## src/pir_motion_pkg.sv

```systemverilog
// Shared constants and types for the motion sensor configuration block.
package pir_motion_pkg;

  // ---------------------------------------------------------------------
  // Configuration word layout
  // ---------------------------------------------------------------------
  localparam int CFG_WIDTH          = 25;
  localparam int THRESHOLD_LSB      = 17;
  localparam int BLIND_LSB          = 13;
  localparam int PULSES_LSB         = 11;
  localparam int WINDOW_LSB         = 9;
  localparam int MODE_LSB           = 7;
  localparam int SOURCE_LSB         = 5;
  localparam int RESERVED_LSB       = 0;
  localparam logic [4:0] RESERVED_VALUE = 5'h10;
  localparam logic [CFG_WIDTH-1:0] CFG_RESET = 25'h0000000;

  typedef struct packed {
    logic [7:0] threshold;
    logic [3:0] blind_time;
    logic [1:0] pulse_count;
    logic [1:0] window_time;
    logic [1:0] op_mode;
    logic [1:0] source;
    logic [4:0] reserved;
  } motion_config_t;

  typedef enum logic [1:0] {
    MODE_FORCED    = 2'h0,
    MODE_PERIODIC  = 2'h1,
    MODE_WAKE_UP   = 2'h2,
    MODE_RESERVED  = 2'h3
  } op_mode_t;

  typedef enum logic [1:0] {
    SRC_BAND_PASS  = 2'h0,
    SRC_LOW_PASS   = 2'h1,
    SRC_RESERVED   = 2'h2,
    SRC_TEMP       = 2'h3
  } source_t;

  // ---------------------------------------------------------------------
  // Sensor sample carrier
  // ---------------------------------------------------------------------
  localparam int SAMPLE_WIDTH = 14;

  typedef struct packed {
    logic                    valid;
    logic [SAMPLE_WIDTH-1:0] band_pass_path;
    logic [SAMPLE_WIDTH-1:0] low_pass_path;
    logic [SAMPLE_WIDTH-1:0] temperature;
  } sensor_samples_t;

  // ---------------------------------------------------------------------
  // Timing
  // ---------------------------------------------------------------------
  localparam int SYS_CLK_HZ          = 50_000_000;
  localparam int CORE_TICK_NS        = 36_000;
  localparam int CORE_TICK_CYCLES    =
    (CORE_TICK_NS * (SYS_CLK_HZ / 1_000_000) + 999) / 1000;
  localparam int BLIND_UNIT_MS       = 500;
  localparam int BLIND_UNIT_CYCLES   = BLIND_UNIT_MS * (SYS_CLK_HZ / 1000);
  localparam int WINDOW_UNIT_MS      = 2000;
  localparam int WINDOW_UNIT_CYCLES  = WINDOW_UNIT_MS * (SYS_CLK_HZ / 1000);
  localparam int PERIODIC_TICKS      = 512;
  localparam int DATA_HOLD_TICKS     = 2;
  localparam int LATCH_IDLE_TICKS    = 16;
  localparam int LATCH_MIN_BITS      = 25;

endpackage : pir_motion_pkg

```

## src/core_tick_gen.sv

```systemverilog
// Free-running divider that makes the internal system clock tick.
module core_tick_gen #(
  parameter int DIVIDE = 1800
) (
  // Clock and reset
  input  wire logic sys_clk,
  input  wire logic nrst,
  // Tick out
  output logic      tick
);

  logic [31:0] count_q;

  always_ff @(posedge sys_clk) begin
    if (!nrst) begin
      count_q <= 32'h00000000;
    end else if (count_q >= 32'(DIVIDE - 1)) begin
      count_q <= 32'h00000000;
    end else begin
      count_q <= count_q + 32'h00000001;
    end
  end

  assign tick = (count_q == 32'(DIVIDE - 1));

endmodule : core_tick_gen

```

## src/pir_motion_config_alarm.sv

```systemverilog
// Configuration register, serial loader and motion alarm of the sensor.
//
// Overview of operation
// Threshold comes from configuration bits 24:17.
// Blind time after readout falls, 0.5s steps.
// Alarm after one plus count sign-changing pulses.
// Window lasts 2s plus 2s times field.
// Mode 0 never raises a readout interrupt.
// Mode 1 interrupts every 512 internal ticks.
// Mode 2 interrupts only on motion criteria.
// Controller never programs mode value 3.
// Source field selects band, low, temperature.
// Wake-up mode needs band or low source.
// Motion always judged on band-pass signal.
// Controller writes 16 into bits 4:0.
// Latch after 25 bits and 16 idle ticks.
// Alarm holds until controller pulls line low.
// Register undefined until first programmed; here reset loads CFG_RESET, all zeros.
module pir_motion_config_alarm #(
  parameter int BLIND_UNIT  = pir_motion_pkg::BLIND_UNIT_CYCLES,
  parameter int WINDOW_UNIT = pir_motion_pkg::WINDOW_UNIT_CYCLES,
  parameter int TICK_DIVIDE = pir_motion_pkg::CORE_TICK_CYCLES
) (
  // Clock and reset
  input  wire logic                                 sys_clk,
  input  wire logic                                 nrst,
  // Configuration serial input
  input  wire logic                                 config_serial_input,
  // Readout line, open-drain style
  input  wire logic                                 readout_in,
  output logic                                      readout_out,
  output logic                                      readout_oe_n,
  // Sensor samples
  input  wire pir_motion_pkg::sensor_samples_t      samples,
  // Register view, selected data and blind-time flag
  output pir_motion_pkg::motion_config_t            motion_configuration,
  output logic [pir_motion_pkg::SAMPLE_WIDTH-1:0]   source_data_q,
  output logic                                      blind_active
);

  // ---------------------------------------------------------------------
  // Internal system clock tick
  // ---------------------------------------------------------------------
  logic core_tick;

  core_tick_gen #(
    .DIVIDE (TICK_DIVIDE)
  ) u_tick (
    .sys_clk (sys_clk),
    .nrst    (nrst),
    .tick    (core_tick)
  );

  // ---------------------------------------------------------------------
  // Serial configuration loader
  // ---------------------------------------------------------------------
  // The register holds garbage-free zeros here only so that simulation is
  // deterministic; software must still program it before use.
  pir_motion_pkg::motion_config_t cfg_q;
  logic [pir_motion_pkg::CFG_WIDTH-1:0] shift_q;
  logic [5:0]                           bits_q;
  logic [4:0]                           idle_q;
  logic [1:0]                           hold_q;
  logic                                 sampling_q;
  logic                                 config_serial_input_prev_q;

  always_ff @(posedge sys_clk) begin
    if (!nrst) begin
      config_serial_input_prev_q <= 1'b0;
    end else begin
      config_serial_input_prev_q <= config_serial_input;
    end
  end

  always_ff @(posedge sys_clk) begin
    if (!nrst) begin
      shift_q    <= pir_motion_pkg::CFG_RESET;
      bits_q     <= 6'h00;
      hold_q     <= 2'h0;
      sampling_q <= 1'b0;
      idle_q     <= 5'h00;
    end else if (config_serial_input && !config_serial_input_prev_q && !sampling_q) begin
      sampling_q <= 1'b1;
      hold_q     <= 2'h0;
      idle_q     <= 5'h00;
    end else if (sampling_q) begin
      if (core_tick) begin
        // Bit value is taken once it has stood for two internal ticks.
        if (hold_q == 2'(pir_motion_pkg::DATA_HOLD_TICKS - 1)) begin
          shift_q    <= {shift_q[pir_motion_pkg::CFG_WIDTH-2:0],
                         config_serial_input};
          sampling_q <= 1'b0;
          if (bits_q != 6'h3F) begin
            bits_q <= bits_q + 6'h01;
          end
        end else begin
          hold_q <= hold_q + 2'h1;
        end
      end
    end else if (core_tick && !config_serial_input) begin
      if (idle_q > 5'(pir_motion_pkg::LATCH_IDLE_TICKS)) begin
        bits_q <= 6'h00;
      end else begin
        idle_q <= idle_q + 5'h01;
      end
    end
  end

  always_ff @(posedge sys_clk) begin
    if (!nrst) begin
      cfg_q <= pir_motion_pkg::CFG_RESET;
    end else if (!sampling_q && core_tick && !config_serial_input &&
                 idle_q > 5'(pir_motion_pkg::LATCH_IDLE_TICKS) &&
                 bits_q >= 6'(pir_motion_pkg::LATCH_MIN_BITS)) begin
      cfg_q <= shift_q;
    end
  end

  assign motion_configuration = cfg_q;

  // ---------------------------------------------------------------------
  // Source selection
  // ---------------------------------------------------------------------
  always_ff @(posedge sys_clk) begin
    if (!nrst) begin
      source_data_q <= '0;
    end else if (samples.valid) begin
      if (cfg_q.source == pir_motion_pkg::SRC_BAND_PASS) begin
        source_data_q <= samples.band_pass_path;
      end else if (cfg_q.source == pir_motion_pkg::SRC_LOW_PASS) begin
        source_data_q <= samples.low_pass_path;
      end else if (cfg_q.source == pir_motion_pkg::SRC_TEMP) begin
        source_data_q <= samples.temperature;
      end else begin
        source_data_q <= '0;
      end
    end
  end

  // ---------------------------------------------------------------------
  // Readout line edges and blind time
  // ---------------------------------------------------------------------
  logic        line_prev_q;
  logic        line_fall;
  logic [31:0] blind_q;

  always_ff @(posedge sys_clk) begin
    if (!nrst) begin
      line_prev_q <= 1'b1;
    end else begin
      line_prev_q <= readout_in;
    end
  end

  assign line_fall = line_prev_q && !readout_in;

  always_ff @(posedge sys_clk) begin
    if (!nrst) begin
      blind_q <= 32'h00000000;
    end else if (line_fall) begin
      blind_q <= 32'((32'(cfg_q.blind_time) + 32'h1) * 32'(BLIND_UNIT));
    end else if (blind_q != 32'h00000000) begin
      blind_q <= blind_q - 32'h00000001;
    end
  end

  assign blind_active = (blind_q != 32'h00000000);

  // ---------------------------------------------------------------------
  // Motion criteria on the band-pass path
  // ---------------------------------------------------------------------
  logic signed [pir_motion_pkg::SAMPLE_WIDTH-1:0] bp;
  logic [pir_motion_pkg::SAMPLE_WIDTH-1:0]        bp_mag;
  logic                                           over;
  logic        last_sign_q;
  logic [2:0]  pulses_q;
  logic [31:0] window_q;
  logic        motion_hit;

  assign bp     = samples.band_pass_path;
  assign bp_mag = bp[pir_motion_pkg::SAMPLE_WIDTH-1] ? -bp : bp;
  assign over   = samples.valid && !blind_active &&
                  (bp_mag > {6'h00, cfg_q.threshold});
  // A pulse counts if none is counted yet or its sign differs from the last counted one.
  assign motion_hit = over && (pulses_q == 3'h0 ||
                      bp[pir_motion_pkg::SAMPLE_WIDTH-1] != last_sign_q) &&
                      (pulses_q + 3'h1 >= {1'b0, cfg_q.pulse_count} + 3'h1);

  always_ff @(posedge sys_clk) begin
    if (!nrst) begin
      pulses_q    <= 3'h0;
      last_sign_q <= 1'b0;
      window_q    <= 32'h00000000;
    end else if (blind_active || motion_hit) begin
      pulses_q <= 3'h0;
      window_q <= 32'h00000000;
    end else if (over && (pulses_q == 3'h0 ||
                 bp[pir_motion_pkg::SAMPLE_WIDTH-1] != last_sign_q)) begin
      pulses_q    <= pulses_q + 3'h1;
      last_sign_q <= bp[pir_motion_pkg::SAMPLE_WIDTH-1];
      if (pulses_q == 3'h0) begin
        window_q <= 32'((32'(cfg_q.window_time) + 32'h1) *
                        32'(WINDOW_UNIT));
      end
    end else if (window_q == 32'h00000001) begin
      pulses_q <= 3'h0;
      window_q <= 32'h00000000;
    end else if (window_q != 32'h00000000) begin
      window_q <= window_q - 32'h00000001;
    end
  end

  // ---------------------------------------------------------------------
  // Interrupt drive on the readout line
  // ---------------------------------------------------------------------
  // The line is only driven high while an interrupt stands; the controller
  // overrides it low to clear, so the drive drops as soon as low is seen.
  logic [8:0] period_q;
  logic       irq_q;

  always_ff @(posedge sys_clk) begin
    if (!nrst) begin
      period_q <= 9'h000;
    end else if (core_tick) begin
      period_q <= period_q + 9'h001;
    end
  end

  always_ff @(posedge sys_clk) begin
    if (!nrst) begin
      irq_q <= 1'b0;
    end else if (cfg_q.op_mode == pir_motion_pkg::MODE_PERIODIC &&
                 core_tick && period_q == 9'(pir_motion_pkg::PERIODIC_TICKS - 1)) begin
      irq_q <= 1'b1;
    end else if (cfg_q.op_mode == pir_motion_pkg::MODE_WAKE_UP &&
                 motion_hit) begin
      irq_q <= 1'b1;
    end else if (irq_q && core_tick && !readout_in && line_prev_q == 1'b0) begin
      irq_q <= 1'b0;
    end else if (cfg_q.op_mode == pir_motion_pkg::MODE_FORCED) begin
      irq_q <= 1'b0;
    end
  end

  assign readout_out  = 1'b1;
  assign readout_oe_n = !(irq_q && readout_in);

endmodule : pir_motion_config_alarm

```

## config.mk

```make
export PLATFORM = sky130hd
export DESIGN_NAME = pir_motion_config_alarm
export DESIGN_NICKNAME = d
export VERILOG_FILES = /design/src/pir_motion_pkg.sv /design/src/core_tick_gen.sv /design/src/pir_motion_config_alarm.sv
export SDC_FILE = /design/constraint.sdc
export NUM_CORES = 1
export LEC_CHECK = 0
export BUFFER_PORTS_ARGS = -buffer_cell sky130_fd_sc_hd__buf_2
export CORE_MARGIN = 3
export CORE_UTILIZATION = 45
export CTS_CLUSTER_SIZE = 14
export DETAILED_ROUTE_END_ITERATION = 7
export SETUP_SLACK_MARGIN = 0.05
export SYNTH_ARGS = -nofsm -noshare
export SYNTH_HDL_FRONTEND = slang
export SYNTH_SLANG_ARGS = --single-unit
```

## constraint.sdc

```tcl
create_clock -name sys_clk -period 5.2 [get_ports sys_clk]
set_input_delay 0.78 -clock sys_clk [delete_from_list [all_inputs] [get_ports sys_clk]]
set_output_delay 0.78 -clock sys_clk [all_outputs]
set_load 0.02 [all_outputs]
```

# --- After elaboration in Yosys (flattened, before gate mapping) ---
# Cells that the tools add are included.
totals:
  wordCells: 137
  register_bits: 190
classes:
  bitwise_logic: 7
  n_lt_le_gt_ge: 5
  mux: 26
  reduce_logical: 48
  n_addsub: 12
  multipliers: 2
  eq_ne: 14
ops:
  columns: ["op", "n"]
  rows:
  - ["$mux W32", 6]
  - ["$reduce_bool A32 Y1", 2]
  - ["$sub A32 B1 Y32 const B", 2]
  - ["$mux W14", 4]
  - ["$mux W6", 6]
  - ["$add A32 B1 Y32 const B", 1]
  - ["$eq A32 B1 Y1 const B", 1]
  - ["$eq A32 B11 Y1 const B", 1]
  - ["$ge A32 B11 Y1 const B", 1]
  - ["$mul A5 B19 Y24 const B", 1]
  - ["$mul A3 B19 Y22 const B", 1]
  - ["$logic_and A1 B1 Y1", 19]
  - ["$gt A14 B8 Y1", 1]
  - ["$neg A14 Y14", 1]
  - ["$add A9 B1 Y9 const B", 1]
  - ["$eq A9 B9 Y1 const B", 1]
  - ["$mux W1", 8]
  - ["$reduce_bool A2 Y1", 4]
  - ["$reduce_or A2 Y1", 4]
  - ["$not A1 Y1", 7]
  - ["$add A2 B1 Y3 const B", 2]
  - ["$add A6 B1 Y6 const B", 1]
  - ["$eq A2 B1 Y1 const B", 3]
  - ["$ge A6 B5 Y1 const B", 1]
  - ["22 further kinds", 35]

# --- Longest topological paths before layout ---
depth:
  depth_word: 9
  mapped_depth: 17
  depth_no_buf: 17

# --- By module ---
# Synthesis repeated with hierarchy kept, for this count alone.
hier_totals:
  cells_unflattened: 1289
  area_unflattened_um2: 11114.4
by_module_without_submodules:
  columns: ["mod", "cells_per_inst", "n_inst", "area_each_um2", "seq_area_each_um2"]
  rows:
  - ["pir_motion_config_alarm", 1199, 1, 10075.9, 3163.0]
  - ["core_tick_gen", 90, 1, 1038.5, 640.6]

# --- Worst setup path after synthesis ---
# No wires, ideal clock.
synth_timing:
  path_type: "flip-flop to flip-flop"
  start: "register cfg_q, in the netlist motion_configuration[13]"
  end: "register blind_q[28]"
  synth_period_minus_slack_ns: 4.746
  path_slack_ns: 0.454
  path_stages_with_launch: 17
  t_arrival_ns: 4.620
  t_required_ns: 5.074
  setup_time_ns: 0.126
  path_cell_list: "dfxtp_1 > ha_1 > and3_1 > inv_1 > fa_1 > inv_1 > fa_1 > inv_1 > ha_1 > ha_1 > a21oi_1 > o21ai_0 > a31oi_1 > o21ai_0 > a2111oi_0 > o31a_1 > nor3_1"
synth_between:
  elab_chain_len: 3
synth_rtl:
  columns: ["item", "line_no", "text"]
  rows:
  - ["start, declared", "pir_motion_config_alarm.sv:59", "pir_motion_pkg::motion_config_t cfg_q;"]
  - ["start signal, assigned", "pir_motion_config_alarm.sv:111", "cfg_q <= pir_motion_pkg::CFG_RESET;"]
  - ["start signal, assigned", "pir_motion_config_alarm.sv:115", "cfg_q <= shift_q;"]
  - ["$add A4 B1 Y5", "pir_motion_config_alarm.sv:161", "blind_q <= 32'((32'(cfg_q.blind_time) + 32'h1) * 32'(BLIND_UNIT));"]
  - ["$mul A5 B19 Y24", "pir_motion_config_alarm.sv:161", null]
  - ["$mux W32", "pir_motion_config_alarm.sv:160", "end else if (line_fall) begin"]
  - ["end signal, assigned", "pir_motion_config_alarm.sv:161", null]
  - ["end signal, assigned", "pir_motion_config_alarm.sv:163", "blind_q <= blind_q - 32'h00000001;"]
  - ["end, declared", "pir_motion_config_alarm.sv:145", "logic [31:0] blind_q;"]
# No other way between the ends.
# A chain may end at the register's enable or synchronous reset.

# --- Final worst setup path ---
layout_timing:
  start: "register cfg_q, in the netlist motion_configuration[14]"
  end: "register blind_q[29]"
# Same word-level chain as after synthesis.

==> impl_metrics.json <==
{
  "post-route-period-util_pct": 90.57,
  "die-area_um2": 26080,
  "synth_edf_count": 0,
  "crit_cells": 16,
  "path_delay_family": "adder cells",
  "grt_first_pass_wirelength_um": 42310,
  "start_util_pct": 46.08,
  "nets": 1489,
  "chipWidth_um": 161.5,
  "critPathCaptureType": "register",
  "rsz0062_at_grt": "no",
  "worst_ep_arrival_time_ns": 5.09,
  "overflow": 0,
  "rows": 56,
  "yosysUniqueCellTypes": 73,
  "dp_cells": 1653,
  "netlist_area_um2": 10880,
  "cts_tree": "done",
  "hold_depth": 1,
  "fillers": 2294,
  "numCtsBuffers": 17,
  "hold_buffers": 0,
  "hold_start": "u_tick.count_q[0]$_SDFF_PP0_",
  "drv_slew": 0,
  "tightest_slew_ns": 1.141,
  "clk_latency_ns": 0.44,
  "fin_skew_ns": 0.01358,
  "path_max_fanout": 6,
  "hold_violations": 0,
  "outcome": "complete, no violations",
  "crit_buf_inv": 2,
  "clkTransAtPathRegs_ns": 0.08,
  "dpl.hpwl_um": 18360,
  "regToRegSetupSlack_ns": 0.49,
  "ys_warn_count": 0,
  "place_congestion": 0.8540,
  "relSlewSlack_pct": 23.70,
  "grt.total_usage_pct": 19.48,
  "rr_endpoint": "blind_q[29]$_SDFFE_PN0P_",
  "postRouteAntennaNets": 0,
  "synth-seq-area-share_pct": 34.96,
  "core_um2": 23610,
  "multi_input_area_um2": 6745,
  "r2r_cells": 16,
  "clock-sinks": 190,
  "final_cells": 1685,
  "grt_pass1_vias": 8538,
  "diodes": 0,
  "io_buffers": 87,
  "syn-instance-count": 1265,
  "peakVddDrop_mv": 0.1931,
  "antenna_found_initial": 0,
  "drive_gt1_share_pct": 11.42,
  "critPathKind": "reg -> reg",
  "clockRootBuffer": "clkbuf_16",
  "fin_crit_ns": 4.710,
  "boundaryPins": 89,
  "async_flop_share_pct": 0,
  "seq_area_um2": 3804,
  "critPathSlowestCell": "fa_1",
  "via_count": 8939,
  "p_leak_uw": 0.005443,
  "r2r_start": "motion_configuration[14]$_SDFFE_PN0P_",
  "crit_top_cell": "ha_1",
  "grt_max_degree": 74,
  "fmax_mhz": 212.3,
  "area_growth_pct": 13.32,
  "route.detailed.drc": 0,
  "holdCritPathClass": "reg -> reg",
  "tns_ns": 0,
  "place_ws_ns": 0.3252,
  "ys.flop_type": "dfxtp_1",
  "cts.path.max_buffers": 2,
  "cts_resized": 0,
  "synth-seq-cells": 190,
  "cap_violations": 0,
  "required_ns": 5.58,
  "postRouteWirelength_um": 25290,
  "setup_viol": 0,
  "drtPass1Iterations": 5,
  "via_per_inst": 5.305,
  "drtIter0Drc": 417,
  "critPathLaunchType": "register",
  "power.density_nw_per_um2": 252.5,
  "wl_per_cell_um": 15.01,
  "postCtsSetupBuffers": 0,
  "hold_end": "u_tick.count_q[0]$_SDFF_PP0_",
  "dieHeight_um": 161.5,
  "path_cells": "ha_1 > and3_1 > inv_1 > fa_1 > inv_1 > fa_1 > ha_1 > ha_1 > a21o_1 > a21o_1 > a2111oi_0 > nor4_1 > a21oi_1 > mux2i_1 > a2111oi_0 > o21a_1",
  "whs_ns": 0.4445,
  "final.setup.worst_slack_ns": 0.4901,
  "h-tree-depth": 4,
  "critPathMaxStageDelay_ns": 0.47,
  "post_synth.cell_area_avg_um2": 8.601
}
==> worst reg2reg max path: stages (launching register included) <==
cell and delay, ns:
dfxtp_1 0.45, ha_1 0.22, and3_1 0.27, inv_1 0.14, fa_1 0.44, inv_1 0.20
fa_1 0.47, ha_1 0.34, ha_1 0.39, a21o_1 0.20, a21o_1 0.18, a2111oi_0 0.43
nor4_1 0.12, a21oi_1 0.18, mux2i_1 0.10, a2111oi_0 0.35, o21a_1 0.18
==> kinds of logic (layout without fill, tap and decap cells) <==
group / Yosys count / count (layout) / synth area share [%]
compound gates: 269 / 269 / 17.49
buf+inv: 114 / 194 / 4.025
simple gates: 479 / 479 / 21.65
other cells: 2 / 23 / 0.06902
flops: 190 / 190 / 34.96
xor+xnor: 78 / 78 / 6.279
mux: 44 / 44 / 4.048
fa+ha+maj: 89 / 89 / 11.48
==> placed cells by master, fill, tap and decap left out, types with 17 or more instances in the layout <==
cell,synthesis,final
fa_1,18,18
ha_1,71,71
nand3_1,30,30
inv_1,58,58
dfxtp_1,190,190
o211ai_1,18,18
xnor2_1,37,37
or3_1,18,18
a21boi_0,30,30
xor2_1,41,40
mux2i_1,44,44
nand2_1,151,151
o21ai_0,49,49
nor4_1,23,23
nor2b_1,39,38
a21oi_1,46,46
conb_1,2,23
nor3_1,39,38
buf_4,1,17
nor2_1,101,101
buf_2,5,86
clkbuf_16,0,17
o211a_1,25,25
==> final cells by class <==
cell class              instances  share of cell area (%)
multi-input cells             982                   54.71
flip-flops and latches        190                   30.85
repair buffers                103                   4.526
clock buffers                  17                   3.450
well taps                     319                   3.237
inverters                      59                   1.796
clock inverters                15                   1.431
==> metal layers <==
layer	vias to the layer above	routed length, um	global-route usage (%)
li1	4600	-	-
met1	4210	12660	27.05
met2	103	11660	31.85
met3	26	672	3.309
met4	0	298	4.458
met5	-	0	0
==> registers in the layout, summed over array words and instances, names as in the netlist, 2 cells and up <==
name                  flops
idle_q                    5
hold_q                    2
blind_q                  32
window_q                 32
source_data_q            14
shift_q                  25
pulses_q                  3
u_tick.count_q           32
period_q                  9
motion_configuration     25
bits_q                    6
==> synth_stat cells (39+ instances only) <==
master    number  area (um^2)
nand2_1      151        566.8
dfxtp_1      190         3804
o21ai_0       49        245.2
a21oi_1       46        230.2
xor2_1        41        359.1
nor2b_1       39        244.0
clkbuf_1      46        172.7
nor3_1        39        195.2
mux2i_1       44        440.4
ha_1          71        888.4
nor2_1       101        379.1
inv_1         58        217.7
==> worst max path at each step <==
stage / startpoint / end / slack, ns
detailed placement: motion_configuration[14]$_SDFFE_PN0P_ / blind_q[28]$_SDFFE_PN0P_ / 0.33
finish: motion_configuration[14]$_SDFFE_PN0P_ / blind_q[29]$_SDFFE_PN0P_ / 0.49
floorplan: motion_configuration[13]$_SDFFE_PN0P_ / blind_q[28]$_SDFFE_PN0P_ / 0.45
global placement: motion_configuration[14]$_SDFFE_PN0P_ / blind_q[28]$_SDFFE_PN0P_ / 0.41
CTS: motion_configuration[14]$_SDFFE_PN0P_ / blind_q[28]$_SDFFE_PN0P_ / 0.30
global route: motion_configuration[14]$_SDFFE_PN0P_ / blind_q[28]$_SDFFE_PN0P_ / 0.06
==> through the flow <==
step	power, uW	util [%]	instance area, um^2
floorplan	1743	-	10960
global placement	1819	49.58	11710
detailed placement	1820	49.58	11710
CTS	3147	52.13	12310
global route	3242	52.21	12330
finish	3113	52.21	12330
==> power breakdown <==
group / internal (uW) / switching (uW) / total [uW]
registers: 1490 / 31.6 / 1530
logic: 114 / 148 / 262
clock network: 688 / 636 / 1320
No activity file was read; power rests on OpenSTA's default activity.
